## config.mk

```make
export PLATFORM = sky130hd
export DESIGN_NAME = stt_trigger
export DESIGN_NICKNAME = d
export VERILOG_FILES = /design/src/stt_pkg.sv /design/src/stt_trigger.sv
export SDC_FILE = /design/constraint.sdc
export NUM_CORES = 1
export LEC_CHECK = 0
export ABC_CLOCK_PERIOD_IN_PS = 5500
export BUFFER_PORTS_ARGS = -buffer_cell sky130_fd_sc_hd__buf_4
export CAP_MARGIN = 30
export CELL_PAD_IN_SITES_DETAIL_PLACEMENT = 0
export CELL_PAD_IN_SITES_GLOBAL_PLACEMENT = 1
export CORE_MARGIN = 2
export CORE_UTILIZATION = 48
export DETAILED_ROUTE_END_ITERATION = 16
export PLACE_DENSITY = 0.95
export SYNTH_ARGS = -nofsm -noshare
export SYNTH_HDL_FRONTEND = slang
export SYNTH_SLANG_ARGS = --single-unit
```

## constraint.sdc

```tcl
create_clock -name clk_i -period 5.5 [get_ports clk_i]
set_input_delay 1.375 -clock clk_i [delete_from_list [all_inputs] [get_ports clk_i]]
set_output_delay 1.375 -clock clk_i [all_outputs]
set_load 0.01 [all_outputs]
```

## src/stt_pkg.sv

```systemverilog
// Constants for the SAR threshold trigger and test register block.
// Assumes an 8-bit register file reached through the control port front end.
package stt_pkg;
    localparam logic [7:0] TRIG_ONE_CONFIG_ADDR  = 8'h22;
    localparam logic [7:0] TRIG_ONE_THRESH_ADDR  = 8'h23;
    localparam logic [7:0] TRIG_TWO_CONFIG_ADDR  = 8'h24;
    localparam logic [7:0] TRIG_TWO_THRESH_ADDR  = 8'h25;
    localparam logic [7:0] TEST_RESET_ADDR       = 8'h26;

    localparam int ENABLE_BIT      = 0;
    localparam int DIRECTION_BIT   = 1;
    localparam int CHANNEL_LSB     = 2;
    localparam int CHANNEL_MSB     = 3;
    localparam int LOW_NIBBLE_LSB  = 4;
    localparam int LOW_NIBBLE_MSB  = 7;
    localparam int SOFT_RESET_BIT  = 3;
    localparam int GPIO_TEST_BIT   = 7;

    localparam logic [7:0] CONFIG_RESET    = 8'h00;
    localparam logic [7:0] THRESH_RESET    = 8'h00;
    localparam logic       GPIO_TEST_RESET = 1'b0;

    localparam logic [2:0] GPIO_SEL_MIC       = 3'h2;
    localparam logic [1:0] AUDIO_IF_EXCLUDED  = 2'h3;
    localparam logic       DIR_ABOVE          = 1'b0;
endpackage

```

## src/stt_trigger.sv

```systemverilog
// Two SAR threshold triggers, the debug register with soft reset and the GPIO microphone test mode.
// Assumes register accesses and SAR samples arrive as single-cycle strobes synchronous to clk_i.
//
// Summary of operation
// - Trigger two enable bit 0; clearing clears pending
// - Trigger two bit 1: 0 above, 1 below
// - Trigger two bits 3:2 pick watched channel
// - Config bits 7:4 give threshold bits 3:0
// - High registers 0x23/0x25 give bits 11:4
// - Debug bit 3 resets the whole chip
// - Test mode 010 routes microphone clock and data, except in audio interface mode 3
// - Trigger one enable bit 0; clearing clears pending
// - Trigger one bit 1: 0 above, 1 below
// - Trigger one bits 3:2 same channel encoding
module stt_trigger
    import stt_pkg::*;
(
    // Clock and reset.
    input  wire logic        clk_i,
    input  wire logic        reset_n_i,
    // Register access from the control port.
    input  wire logic [7:0]  reg_addr_i,
    input  wire logic [7:0]  reg_wdata_i,
    input  wire logic        reg_write_i,
    input  wire logic        reg_read_i,
    output logic      [7:0]  reg_rdata_o,
    output logic             reg_hit_o,
    // SAR results.
    input  wire logic        sample_valid_i,
    input  wire logic [1:0]  sample_slot_i,
    input  wire logic [11:0] sample_data_i,
    // Interrupts and chip reset.
    output logic      [1:0]  trigger_irq_o,
    output logic             irq_o,
    output logic             soft_reset_o,
    // GPIO test mode.
    input  wire logic [2:0]  gpio_sel_i,
    input  wire logic [1:0]  audio_if_mode_i,
    input  wire logic        mic_converter_clock_i,
    input  wire logic        gpio2_pin_i,
    output logic             gpio_test_active_o,
    output logic             mic_converter_clock_out_o,
    output logic             gpio1_oe_o,
    output logic             microphone_bitstream_in_o
);
    logic [7:0]  trig_config [2];
    logic [7:0]  trig_thresh [2];
    logic        gpio_test;
    logic [1:0]  pending;
    logic [11:0] last_sample [4];
    logic [3:0]  last_valid;
    logic [7:0]  next_trig_config [2];
    logic [7:0]  next_trig_thresh [2];
    logic        next_gpio_test;
    logic [1:0]  next_pending;
    logic [11:0] next_last_sample [4];
    logic [3:0]  next_last_valid;
    logic [7:0]  next_rdata;
    logic        next_hit;
    logic        next_soft_reset;
    logic        next_test_active;
    logic        clear_all;
    logic [1:0]  crossed;
    logic [1:0]  enabled;
    logic        next_irq;
    logic        next_mic_clock;
    logic        next_mic_data;

    // A soft reset returns this block's own registers to their reset values one cycle later as well.
    assign clear_all = !reset_n_i || soft_reset_o;

    always_comb
    begin
        next_trig_config = trig_config;
        next_trig_thresh = trig_thresh;
        next_gpio_test   = gpio_test;
        next_soft_reset  = 1'b0;
        next_rdata       = 8'h00;
        next_hit         = 1'b0;
        if (reg_write_i)
        begin
            unique case (reg_addr_i)
                TRIG_ONE_CONFIG_ADDR: next_trig_config[0] = reg_wdata_i;
                TRIG_ONE_THRESH_ADDR: next_trig_thresh[0] = reg_wdata_i;
                TRIG_TWO_CONFIG_ADDR: next_trig_config[1] = reg_wdata_i;
                TRIG_TWO_THRESH_ADDR: next_trig_thresh[1] = reg_wdata_i;
                TEST_RESET_ADDR:
                begin
                    next_gpio_test  = reg_wdata_i[GPIO_TEST_BIT];
                    next_soft_reset = reg_wdata_i[SOFT_RESET_BIT];
                end
                default: next_gpio_test = gpio_test;
            endcase
        end
        if (reg_read_i)
        begin
            next_hit = 1'b1;
            unique case (reg_addr_i)
                TRIG_ONE_CONFIG_ADDR: next_rdata = trig_config[0];
                TRIG_ONE_THRESH_ADDR: next_rdata = trig_thresh[0];
                TRIG_TWO_CONFIG_ADDR: next_rdata = trig_config[1];
                TRIG_TWO_THRESH_ADDR: next_rdata = trig_thresh[1];
                // The soft reset bit is an action and reads back as zero.
                TEST_RESET_ADDR:      next_rdata = {gpio_test, 7'h00};
                default:              next_hit   = 1'b0;
            endcase
        end
    end

    // Every slot remembers its previous result so a crossing needs one sample on each side.
    always_comb
    begin
        next_last_sample = last_sample;
        next_last_valid  = last_valid;
        if (sample_valid_i)
        begin
            next_last_sample[sample_slot_i] = sample_data_i;
            next_last_valid[sample_slot_i]  = 1'b1;
        end
    end

    // Each trigger looks only at samples of its own channel and yields one crossing strobe.
    genvar t;
    generate
        for (t = 0; t < 2; t++)
        begin : g_trig
            logic [11:0] threshold;
            logic [1:0]  channel;
            logic [11:0] previous;
            logic        fresh;
            logic        rising;
            logic        falling;

            assign threshold  = {trig_thresh[t], trig_config[t][LOW_NIBBLE_MSB:LOW_NIBBLE_LSB]};
            assign channel    = trig_config[t][CHANNEL_MSB:CHANNEL_LSB];
            assign previous   = last_sample[channel];
            // The first sample of a slot after reset has nothing to compare against and only primes it.
            assign fresh      = sample_valid_i && sample_slot_i == channel && last_valid[channel];
            // Equality on the old side counts, so a signal resting on the threshold fires once it leaves.
            assign rising     = previous <= threshold && sample_data_i > threshold;
            assign falling    = previous >= threshold && sample_data_i < threshold;
            assign crossed[t] = fresh && (trig_config[t][DIRECTION_BIT] == DIR_ABOVE ? rising : falling);
            assign enabled[t] = next_trig_config[t][ENABLE_BIT];
        end
    endgenerate

    // A write that clears the enable wins over a crossing in the same cycle.
    // Otherwise a late crossing could survive the clear the host has just made.
    always_comb
    begin
        next_pending = enabled & (pending | crossed);
        next_irq     = |next_pending;
    end

    // Mode 010 is the only defined test routing; other codes leave the GPIOs alone.
    always_comb
    begin
        next_test_active = gpio_test && gpio_sel_i == GPIO_SEL_MIC && audio_if_mode_i != AUDIO_IF_EXCLUDED;
        next_mic_clock   = next_test_active && mic_converter_clock_i;
        next_mic_data    = next_test_active && gpio2_pin_i;
    end

    // Register file and soft reset strobe; a soft reset clears this block like the pin reset.
    always_ff @(posedge clk_i)
    begin
        if (clear_all)
        begin
            trig_config  <= '{CONFIG_RESET, CONFIG_RESET};
            trig_thresh  <= '{THRESH_RESET, THRESH_RESET};
            gpio_test    <= GPIO_TEST_RESET;
            reg_rdata_o  <= 8'h00;
            reg_hit_o    <= 1'b0;
            soft_reset_o <= 1'b0;
        end
        else
        begin
            trig_config  <= next_trig_config;
            trig_thresh  <= next_trig_thresh;
            gpio_test    <= next_gpio_test;
            reg_rdata_o  <= next_rdata;
            reg_hit_o    <= next_hit;
            soft_reset_o <= next_soft_reset;
        end
    end

    // Last result of every slot.
    always_ff @(posedge clk_i)
    begin
        if (clear_all)
        begin
            last_sample <= '{12'h000, 12'h000, 12'h000, 12'h000};
            last_valid  <= 4'h0;
        end
        else
        begin
            last_sample <= next_last_sample;
            last_valid  <= next_last_valid;
        end
    end

    // Pending interrupts and their registered copies on the pins.
    always_ff @(posedge clk_i)
    begin
        if (clear_all)
        begin
            pending       <= 2'h0;
            trigger_irq_o <= 2'h0;
            irq_o         <= 1'b0;
        end
        else
        begin
            pending       <= next_pending;
            trigger_irq_o <= next_pending;
            irq_o         <= next_irq;
        end
    end

    // Test routing outputs; the routed clock and data lag their inputs by one cycle.
    always_ff @(posedge clk_i)
    begin
        if (clear_all)
        begin
            gpio_test_active_o        <= 1'b0;
            mic_converter_clock_out_o <= 1'b0;
            gpio1_oe_o                <= 1'b0;
            microphone_bitstream_in_o <= 1'b0;
        end
        else
        begin
            gpio_test_active_o        <= next_test_active;
            mic_converter_clock_out_o <= next_mic_clock;
            gpio1_oe_o                <= next_test_active;
            microphone_bitstream_in_o <= next_mic_data;
        end
    end
endmodule

```

Word level (Yosys, flattened, before mapping)
Cells that the tools add are included.
Widths: inputs -> output; s select.
{ "word_totals": {"register_bits": 101, "wordCells": 103, "in_bits": 42, "output_inout_bits": 17} }
{ "op_classes": {"n_reduce_logical": 27, "bitwise": 9, "magnitude_cmp": 16, "muxes": 22, "eq_ne": 9} }
{ "ops": {"columns": ["cell", "count"], "rows": [
  ["$mux 12", 5],
  ["$bmux 12 s2", 2],
  ["$bwmux 48", 1],
  ["$eq 8x6->1 const B", 5],
  ["$pmux 8 s5", 1],
  ["$demux 12 s2", 1],
  ["$ge 12x12->1", 2],
  ["$gt 12x12->1", 2],
  ["$le 12x12->1", 2],
  ["$lt 12x12->1", 2],
  ["$logic_and 1x1->1", 16],
  ["$reduce_and 2->1", 5],
  ["$ge 3x3->1 const B", 3],
  ["$lt 2x3->1 const B", 3],
  ["$mux 9", 1],
  ["$not 2->3", 3],
  ["$mux 8", 1],
  ["$mux 1", 7],
  ["$reduce_or 5->1", 1],
  ["$bmux 1 s2", 2],
  ["$eq 2x2->1", 2],
  ["$or 4x4->4", 1],
  ["$reduce_or 2->1", 2],
  ["$eq 3x2->1 const B", 1],
  ["other kinds (10)", 12]
]} }

Depth between registers and ports, before layout
Gate-level depths: netlist of the first run.
{ "depth": {"depth_word": 11, "ltp_mapped": 11, "depth_no_buf": 10} }

Worst setup path before layout of the first run
Ideal clock, no wire load.
{ "synth_timing": {"path_type": "input port to flip-flop", "startpoint": "input port reg_addr_i[4]", "endpoint": "register irq_o", "path_buffers": 2, "arrival_ns": 3.423, "path_slack_ns": 2.006, "setup_ns": 0.070, "t_required_ns": 5.430, "stages": 9, "path_cell_list": "or4b_1 -> buf_2 -> nor2_1 -> nand2_1 -> or3_1 -> buf_2 -> mux2i_1 -> a2111oi_0 -> o21bai_1"} }
{ "synth_via": {"elab_chain_cells": 5, "word_cells_on_any_way": 7, "classes_between": "eq/ne (2); mux (3); bitwise (1); reduce/logical (1)"} }
{ "synth_lines": {"columns": ["item", "line_no", "text"], "rows": [
  ["start, declared", "stt_trigger.sv:22", "input wire logic [7:0] reg_addr_i,"],
  ["$eq 8x6->1", "stt_trigger.sv:82", "unique case (reg_addr_i)"],
  ["$mux 1 / $mux 8 (equally long branches)", "stt_trigger.sv:82", null],
  ["$mux 9 (*)", "stt_trigger.sv:80", "if (reg_write_i)"],
  ["$and 2x2->2 (*)", "stt_trigger.sv:151", "next_pending = enabled & (pending | crossed);"],
  ["$reduce_or 2->1 (*)", "stt_trigger.sv:152", "next_irq = |next_pending;"],
  ["end signal, assigned", "stt_trigger.sv:214", "irq_o <= next_irq;"],
  ["end, declared", "stt_trigger.sv:34", "output logic irq_o,"]
]} }
Every way passes the cells marked *; elsewhere a longest branch is shown, timed or not.
A chain may end at the register's enable or synchronous reset.

Final worst setup path of the first run
{ "layout_timing": {"startpoint": "input port sample_data_i[7]", "endpoint": "register irq_o"} }
{ "layout_via": {"elab_chain_cells": 7, "word_cells_on_any_way": 15, "classes_between": "order compare (4); mux (2); bitwise (2); reduce/logical (7)"} }
{ "layout_lines": {"columns": ["item", "line_no", "text"], "rows": [
  ["start, declared", "stt_trigger.sv:31", "input wire logic [11:0] sample_data_i,"],
  ["$gt 12x12->1 / $lt 12x12->1 (equally long branches)", "stt_trigger.sv:140, stt_trigger.sv:141", null],
  ["$logic_and 1x1->1, on equally long branches", "stt_trigger.sv:140, stt_trigger.sv:141", null],
  ["$mux 1", "stt_trigger.sv:142", "assign crossed[t] = fresh && (trig_config[t][DIRECTION_BIT] == DIR_ABOVE ? rising : falling);"],
  ["$logic_and 1x1->1", "stt_trigger.sv:142", null],
  ["$or 2x2->2 (*)", "stt_trigger.sv:151", null],
  ["$and 2x2->2 (*)", "stt_trigger.sv:151", null],
  ["$reduce_or 2->1 (*)", "stt_trigger.sv:152", null]
]} }
Marks and branches as above.

==> impl_results.md, run 1 <==
- Cts repair resizes: 0
- CP Data Required Time: ~5.8 ns
- H-Tree Level Count: 3
- WP buf/inv: 1
- Post-synthesis sequential area ratio: 36.9%
- Die footprint: 0.0123 mm^2
- Final setup viols: 0
- Drt drc: 0
- Worst-Margin Slew: 0.998 ns
- Overflow after GRT: 0
- Area grow syn2layout: 15.6%
- WS Path Type: in -> reg
- Nets@finish: 753
- Total track usage: between 20% and 30%
- Post-layout min period: ~3.7 ns
- Commonest non-fill, non-tap cell in the layout: nand2_1
- Cell Pwr Density: around 250 mW/mm^2
- Routed met1 length: 6390 um
- Vias in the first global route: 4602
- Layout Cells excl Fill: 810
- Post-synth EDFFs: 0
- Initial Util: 48.6%
- Total power: 0.00156 W
- FF+latch area: around 0.0020 mm^2
- CTS tree: done
- Die height: around 110 um
- DP Wirelength: about 11000 um
- Clock Latency Late Sink: roughly 0.34 ns
- CP startpoint kind: input pin
- Number of post-CTS setup repair buffers: 0
- Critical Path Max Stage Delay: 0.78 ns
- Final Max Tran Viols: 0
- Peak supply drop: around 0.11 mV
- Most frequent cells in the layout: nand2_1 (124), dfxtp_1 (101), a21oi_1 (87), buf_4 (63), ha_1 (48)
- CP delay by family, top: compound AO/OA/AOI/OAI gates
- Syn. warnings: 0
- Core ar.: 0.0113 mm^2
- Placed Cells: 795
- Mean Syn Cell Area: 8.80 um^2
- Global-route wire length before repair: between 20000 and 25000 um
- Synth Instances: 622
- MaxCap Viol Count: 0
- CTS Root Buffer Type: clkbuf_16
- Synth Net Count: around 710
- Fin. Hold Viols: 0
- Met2 wire length: 6900 um
- CP dominant cell by count: a2111oi_0
- Routed Antenna Nets: 0
- WL final: 14700 um
- Fmax: 0.273 GHz
- CTS Sinks: slightly above 100
- CP cell instances: buf_4 > ha_1 > and4_1 > nand2_1 > a21oi_1 > a2111oi_0 > a31oi_1 > a2111oi_0 > o21bai_1
- Average via count per standard cell: slightly below 6
- Fill count: slightly above 1000
- Via count: 4776
- Clk_skew: roughly 0.0044 ns
- Period Utilization, post-route: between 60% and 70%
- Floorplan row count: 39
- Area of the multi-input gates: between 0.003 and 0.004 mm^2
- TNS Setup: 0 ns
- IO Pins: around 60
- Mean routed wirelength per cell: 18.1 um
- Min-Delay Path Class: reg -> reg
- Pin count of the biggest net entering global routing: 53
- Leakage: 2.45 nW
- PortBufs: 58
- CP Capture Type: register
- Clk slew on worst S/H paths: 0.06 ns
- Placer congestion estimate: between 0.9 and 1
- Die Span X: 111 um
- Ys async rst share: 0%
- CP max-delay cell: a2111oi_0
- Total iterations of the first detailed-routing run: 5
- Slew Limit Headroom: 33.3%
- Register bit total from synthesis: 101
- Layout cells sized above 1: 17.1%
- RSZ-0062 raised after global routing: false
- Critical Path AT: 3.93 ns
- Deepest clock path buffer count: 2
- Yosys cell types: 47
- # diodes: 0
- Status: finished, final reports clean
- CTS Hold Buffers Added: 0
- Num CTS Buffers: 9
- Starting DRC count in detailed routing: approximately 310
- Post-Syn Area: 0.00548 mm^2
- Initial antenna violation count: 0
- Routed wire length on met3: 951 um
- Top layer in use: met4
- CP max FO: 6
- Top_reg_cell synth: dfxtp_1
## synthesized netlist by cell type, types with 2 or more instances
| master | instances | area, um^2 |
|---|---|---|
| and4_1 | 2 | 17.5 |
| nor3_1 | 5 | 25.0 |
| nand2b_1 | 4 | 25.0 |
| mux4_2 | 24 | 541 |
| clkbuf_1 | 24 | 90.1 |
| dfxtp_1 | 101 | 2020 |
| a31oi_1 | 3 | 18.8 |
| nor4_1 | 3 | 18.8 |
| nand2_1 | 124 | 465 |
| buf_2 | 2 | 10.0 |
| a2111oi_0 | 4 | 35.0 |
| nand4_1 | 10 | 62.6 |
| o31ai_1 | 2 | 15.0 |
| buf_1 | 8 | 30.0 |
| a222oi_1 | 7 | 70.1 |
| or2_2 | 3 | 18.8 |
| nor2_1 | 40 | 150 |
| and3_1 | 3 | 18.8 |
| a21o_1 | 5 | 37.5 |
| mux2i_1 | 25 | 250 |
| nor3b_1 | 3 | 22.5 |
| or3_1 | 2 | 12.5 |
| inv_1 | 31 | 116 |
| o211ai_1 | 5 | 37.5 |
| and3b_1 | 2 | 17.5 |
| nand3_1 | 15 | 75.1 |
| a21oi_1 | 87 | 435 |
| ha_1 | 48 | 601 |
| nor2b_1 | 6 | 37.5 |
| a211oi_1 | 2 | 15.0 |
| or4b_1 | 2 | 20.0 |
| o21ai_0 | 5 | 25.0 |
## per-layer routing
| layer | vias to the layer above | track usage [%] |
|---|---|---|
| met5 | - | 0 |
| met4 | 0 | 10.0 |
| met3 | 29 | 4.76 |
| met2 | 183 | 39.1 |
| met1 | 2268 | 31.4 |
| li1 | 2296 | - |
## stage by stage
step | utilization (%) | hold WS (ns) | area [um^2] | setup WS (ns)
2_1_floorplan | - | 0.441 | 5480 | 2.01
3_3_place_gp | 53.1 | 0.449 | 5990 | 1.67
3_5_place_dp | 53.5 | 0.462 | 6030 | 1.56
4_1_cts | 56.2 | 0.470 | 6330 | 1.90
5_1_grt | 56.2 | 0.493 | 6330 | 1.62
6_report | 56.2 | 0.471 | 6330 | 1.84
## power breakdown
group          switching, W  internal [W]
clock              0.000265      0.000373
combinational     0.0000931     0.0000696
sequential       0.00000938      0.000745
total              0.000368       0.00119
## cell type report
type	count	area share, %
inverters	31	1.84
repair buffers	65	7.98
multi-input cells	455	50.7
well taps	143	2.83
flip-flops and latches	101	31.9
clock buffers	11	3.99
clock inverters	4	0.751
## path summary, 6_finish.rpt
path,to,start,cells past startpoint,slack [ns]
max,irq_o,sample_data_i[7],9,1.84
min,last_sample[39],last_sample[39],2,0.47
max reg2reg,irq_o,g_trig[0].channel[1],9,2.14
min reg2reg,last_sample[39],last_sample[39],2,0.47
## worst min-delay path, stage by stage (launching register included)
cell and delay (ns):
dfxtp_1 0.32, nand2_1 0.05, a21oi_1 0.05
## logic make-up (layout without fill, tap and decap cells)
logic type,count (synthesis),count (layout),synth area share (%)
fa+ha+maj,48,48,11.0
flops,101,101,36.9
xor+xnor,1,1,0.160
mux,49,49,14.4
buf+inv,66,111,4.64
simple gates,230,230,19.2
compound gates,127,127,13.7
## registers in the layout, summed over array words and instances (netlist names)
register / flops
last_valid: 4
pending: 2
gpio_test: 1
last_sample: 48
irq_o: 1
soft_reset_o: 1
g_trig.threshold: 24
reg_hit_o: 1
microphone_bitstream_in_o: 1
g_trig.channel: 4
trig_config: 4
gpio1_oe_o: 1
mic_converter_clock_out_o: 1
reg_rdata_o: 8
Note: power is estimated with default switching activity, not from simulation.
==> inputs of run 2 (changes only) <==
- ABC_AREA: not set -> 1
- ABC_CLOCK_PERIOD_IN_PS: 5500 -> 3800
- CORE_UTILIZATION: 48 -> 43
- PLACE_DENSITY: 0.95 -> 0.91
- clock period: 5.5 -> 3.8 ns (I/O delays scaled with it)
==> impl_results.md, run 2 <==
- Status: finished, final reports clean
- IO Pins: 59
- Synth Net Count: 907
- CP max FO: 36
- Total track usage: 24.1%
- Final Max Tran Viols: 0
- Num CTS Buffers: 9
- CP delay by family, top: buffers and inverters
- Global-route wire length before repair: 26900 um
- Initial Util: between 40 and 50%
- Leakage: 2.93 nW
- Cts repair resizes: 0
- CP startpoint kind: register
- Drt drc: 0
- Yosys cell types: 40
- Fill count: 1342
- Clk_skew: 0.0101 ns
- Via count: around 5400
- WL final: 16600 um
- PortBufs: 58
- Routed Antenna Nets: 0
- Deepest clock path buffer count: 2
- H-Tree Level Count: 3
- Post-Syn Area: about 0.0058 mm^2
- CP cell instances: buf_4 > clkinv_1 > o21ai_0 > a21oi_1 > a21oi_1 > ha_1 > nand2_1 > nor2_1 > and2_1 > nand2_1 > nand4_1 > nand2_1 > nand2_1 > nand3_1 > nand2_1 > nand2_1 > nand2_1
- Syn. warnings: 0
- Clock Latency Late Sink: roughly 0.36 ns
- Core ar.: 0.0131 mm^2
- Mean Syn Cell Area: roughly 7 um^2
- Post-synthesis sequential area ratio: 35.2%
- Fmax: 0.328 GHz
- Average via count per standard cell: 5.25
- Initial antenna violation count: 0
- CTS tree: done
- Nets@finish: 946
- Reg with most FFs: last_sample
- Commonest non-fill, non-tap cell in the layout: a21oi_1
- RSZ-0062 raised after global routing: false
- Area share of the largest cell type after synthesis: around a third
- Die footprint: 0.0143 mm^2
- Cell Pwr Density: 347 mW/mm^2
- Die Span X: 120 um
- CP Capture Type: register
- TNS Setup: 0 ns
- Worst-Margin Slew: between 0.8 and 0.9 ns
- CTS Root Buffer Type: clkbuf_16
- WS Path Type: reg -> reg
- Clk slew on worst S/H paths: 0.08 ns
- Peak supply drop: approximately 0.27 mV
- Layout cells sized above 1: 12.3%
- Top_reg_cell synth: dfxtp_1
- Floorplan row count: 42
- Mean routed wirelength per cell: approximately 16 um
- Register bit total from synthesis: 101
- Total iterations of the first detailed-routing run: 7
- # diodes: 0
- Post-layout min period: 3.05 ns
- Placer congestion estimate: slightly below 0.9
- Number of post-CTS setup repair buffers: 0
- Pin count of the biggest net entering global routing: 39
- CTS Sinks: 101
- Starting DRC count in detailed routing: approximately 330
- Min-Delay Path Class: reg -> reg
- CTS Hold Buffers Added: 0
- Top cells by area, synth: dfxtp_1 (35%), a21oi_1 (14%), ha_1 (10%)
- Synth Instances: 817
- CP max-delay cell: clkinv_1
- MaxCap Viol Count: 0
- Critical Path Max Stage Delay: 0.67 ns
- WP buf/inv: 2
- Ys async rst share: 0%
- Post-synth EDFFs: 0
- Most frequent cells after synthesis: a21oi_1 (157), nand2_1 (137), dfxtp_1 (101), inv_1 (91), o21ai_0 (90)
- CP dominant cell by count: nand2_1
- Fin util: about half
- Post-synth top area cell: dfxtp_1
- Final setup viols: 0
- Critical Path AT: approximately 3.3 ns
- Fin. Hold Viols: 0
- Area grow syn2layout: 14.7%
- Most common cell in the synthesized netlist: a21oi_1
- Vias in the first global route: between 5000 and 6000
- Overflow after GRT: 0
- CP Data Required Time: 4.05 ns
- Die height: ~120 um
- Period Utilization, post-route: approximately four fifths
- Largest register FFs: 48
- DP Wirelength: 12400 um
- Slew Limit Headroom: 46.3%
- Most frequent cells in the layout: a21oi_1 (157), nand2_1 (137), dfxtp_1 (101), inv_1 (91), o21ai_0 (90)
run 2: cell count changes after synthesis, moves of 7 or more:
| cell | before | now |
|---|---|---|
| inv_1 | 31 | 91 |
| mux4_2 | 24 | 0 |
| a21oi_1 | 87 | 157 |
| mux2i_1 | 25 | 0 |
| nand4_1 | 10 | 3 |
| nand2_1 | 124 | 137 |
| a222oi_1 | 7 | 0 |
| nor2_1 | 40 | 76 |
| o21ai_0 | 5 | 90 |
| buf_1 | 8 | 1 |
run 2: layer usage:
layer	up-vias	GRT usage [%]	wire [um]
met4	0	8.97	411
met1	2467	32.5	7580
li1	2809	-	-
met3	31	3.37	796
met5	-	0	0
met2	135	39.1	7770
run 2: final cells by class:
cell class,count,area [um^2],area share (%)
clock buffers,10,239,3.62
flip-flops and latches,101,2020,30.6
inverters,96,367,5.56
clock inverters,6,43.8,0.664
multi-input cells,582,3190,48.4
well taps,176,220,3.34
repair buffers,66,515,7.81
run 2: worst register-to-register path, cell delays in order, from the launching register on:
cell and delay [ns]:
dfxtp_1 0.32, buf_4 0.22, clkinv_1 0.68, o21ai_0 0.41, a21oi_1 0.07, a21oi_1 0.16, ha_1 0.25, nand2_1 0.08
nor2_1 0.07, and2_1 0.15, nand2_1 0.08, nand4_1 0.08, nand2_1 0.08, nand2_1 0.05, nand3_1 0.08, nand2_1 0.05
nand2_1 0.07, nand2_1 0.05
run 2: worst paths after layout:
check	start	to	slack, ns	depth (start not counted)
hold / removal	last_sample[28]	last_sample[28]	0.47	2
setup reg to reg	g_trig[0].channel[0]	irq_o	0.75	17
hold reg to reg	last_sample[28]	last_sample[28]	0.47	2
setup / recovery	g_trig[0].channel[0]	irq_o	0.75	17
run 2: cells by family (layout without fill, tap and decap cells):
| group | count (synthesis) | after routing | synth area share (%) |
|---|---|---|---|
| DFF | 101 | 101 | 35.2 |
| AOI/OAI and AO/OA | 278 | 278 | 25.4 |
| and+or+nand+nor | 256 | 256 | 19.5 |
| adders and majority gates | 48 | 48 | 10.4 |
| buffers and inverters | 134 | 178 | 9.44 |
run 2: through the flow:
stage	power (W)	instance area, um^2	hold WS, ns	instances	setup WS, ns
after floorplan	0.00131	5750	0.438	817	1.61
after global placement	0.00142	6290	0.459	1020	0.873
after detailed placement	0.00142	6290	0.461	1020	0.783
after CTS	0.00230	6570	0.469	1036	0.756
after global routing	0.00239	6600	0.495	1037	0.146
final	0.00229	6600	0.466	1037	0.752
run 2: power breakdown:
group	internal (W)	leakage (nW)	switching [W]	total, W
Combinational	0.000115	1.97	0.000181	0.000296
Clock	0.000467	0.140	0.000422	0.000889
Sequential	0.00109	0.820	0.0000188	0.00110
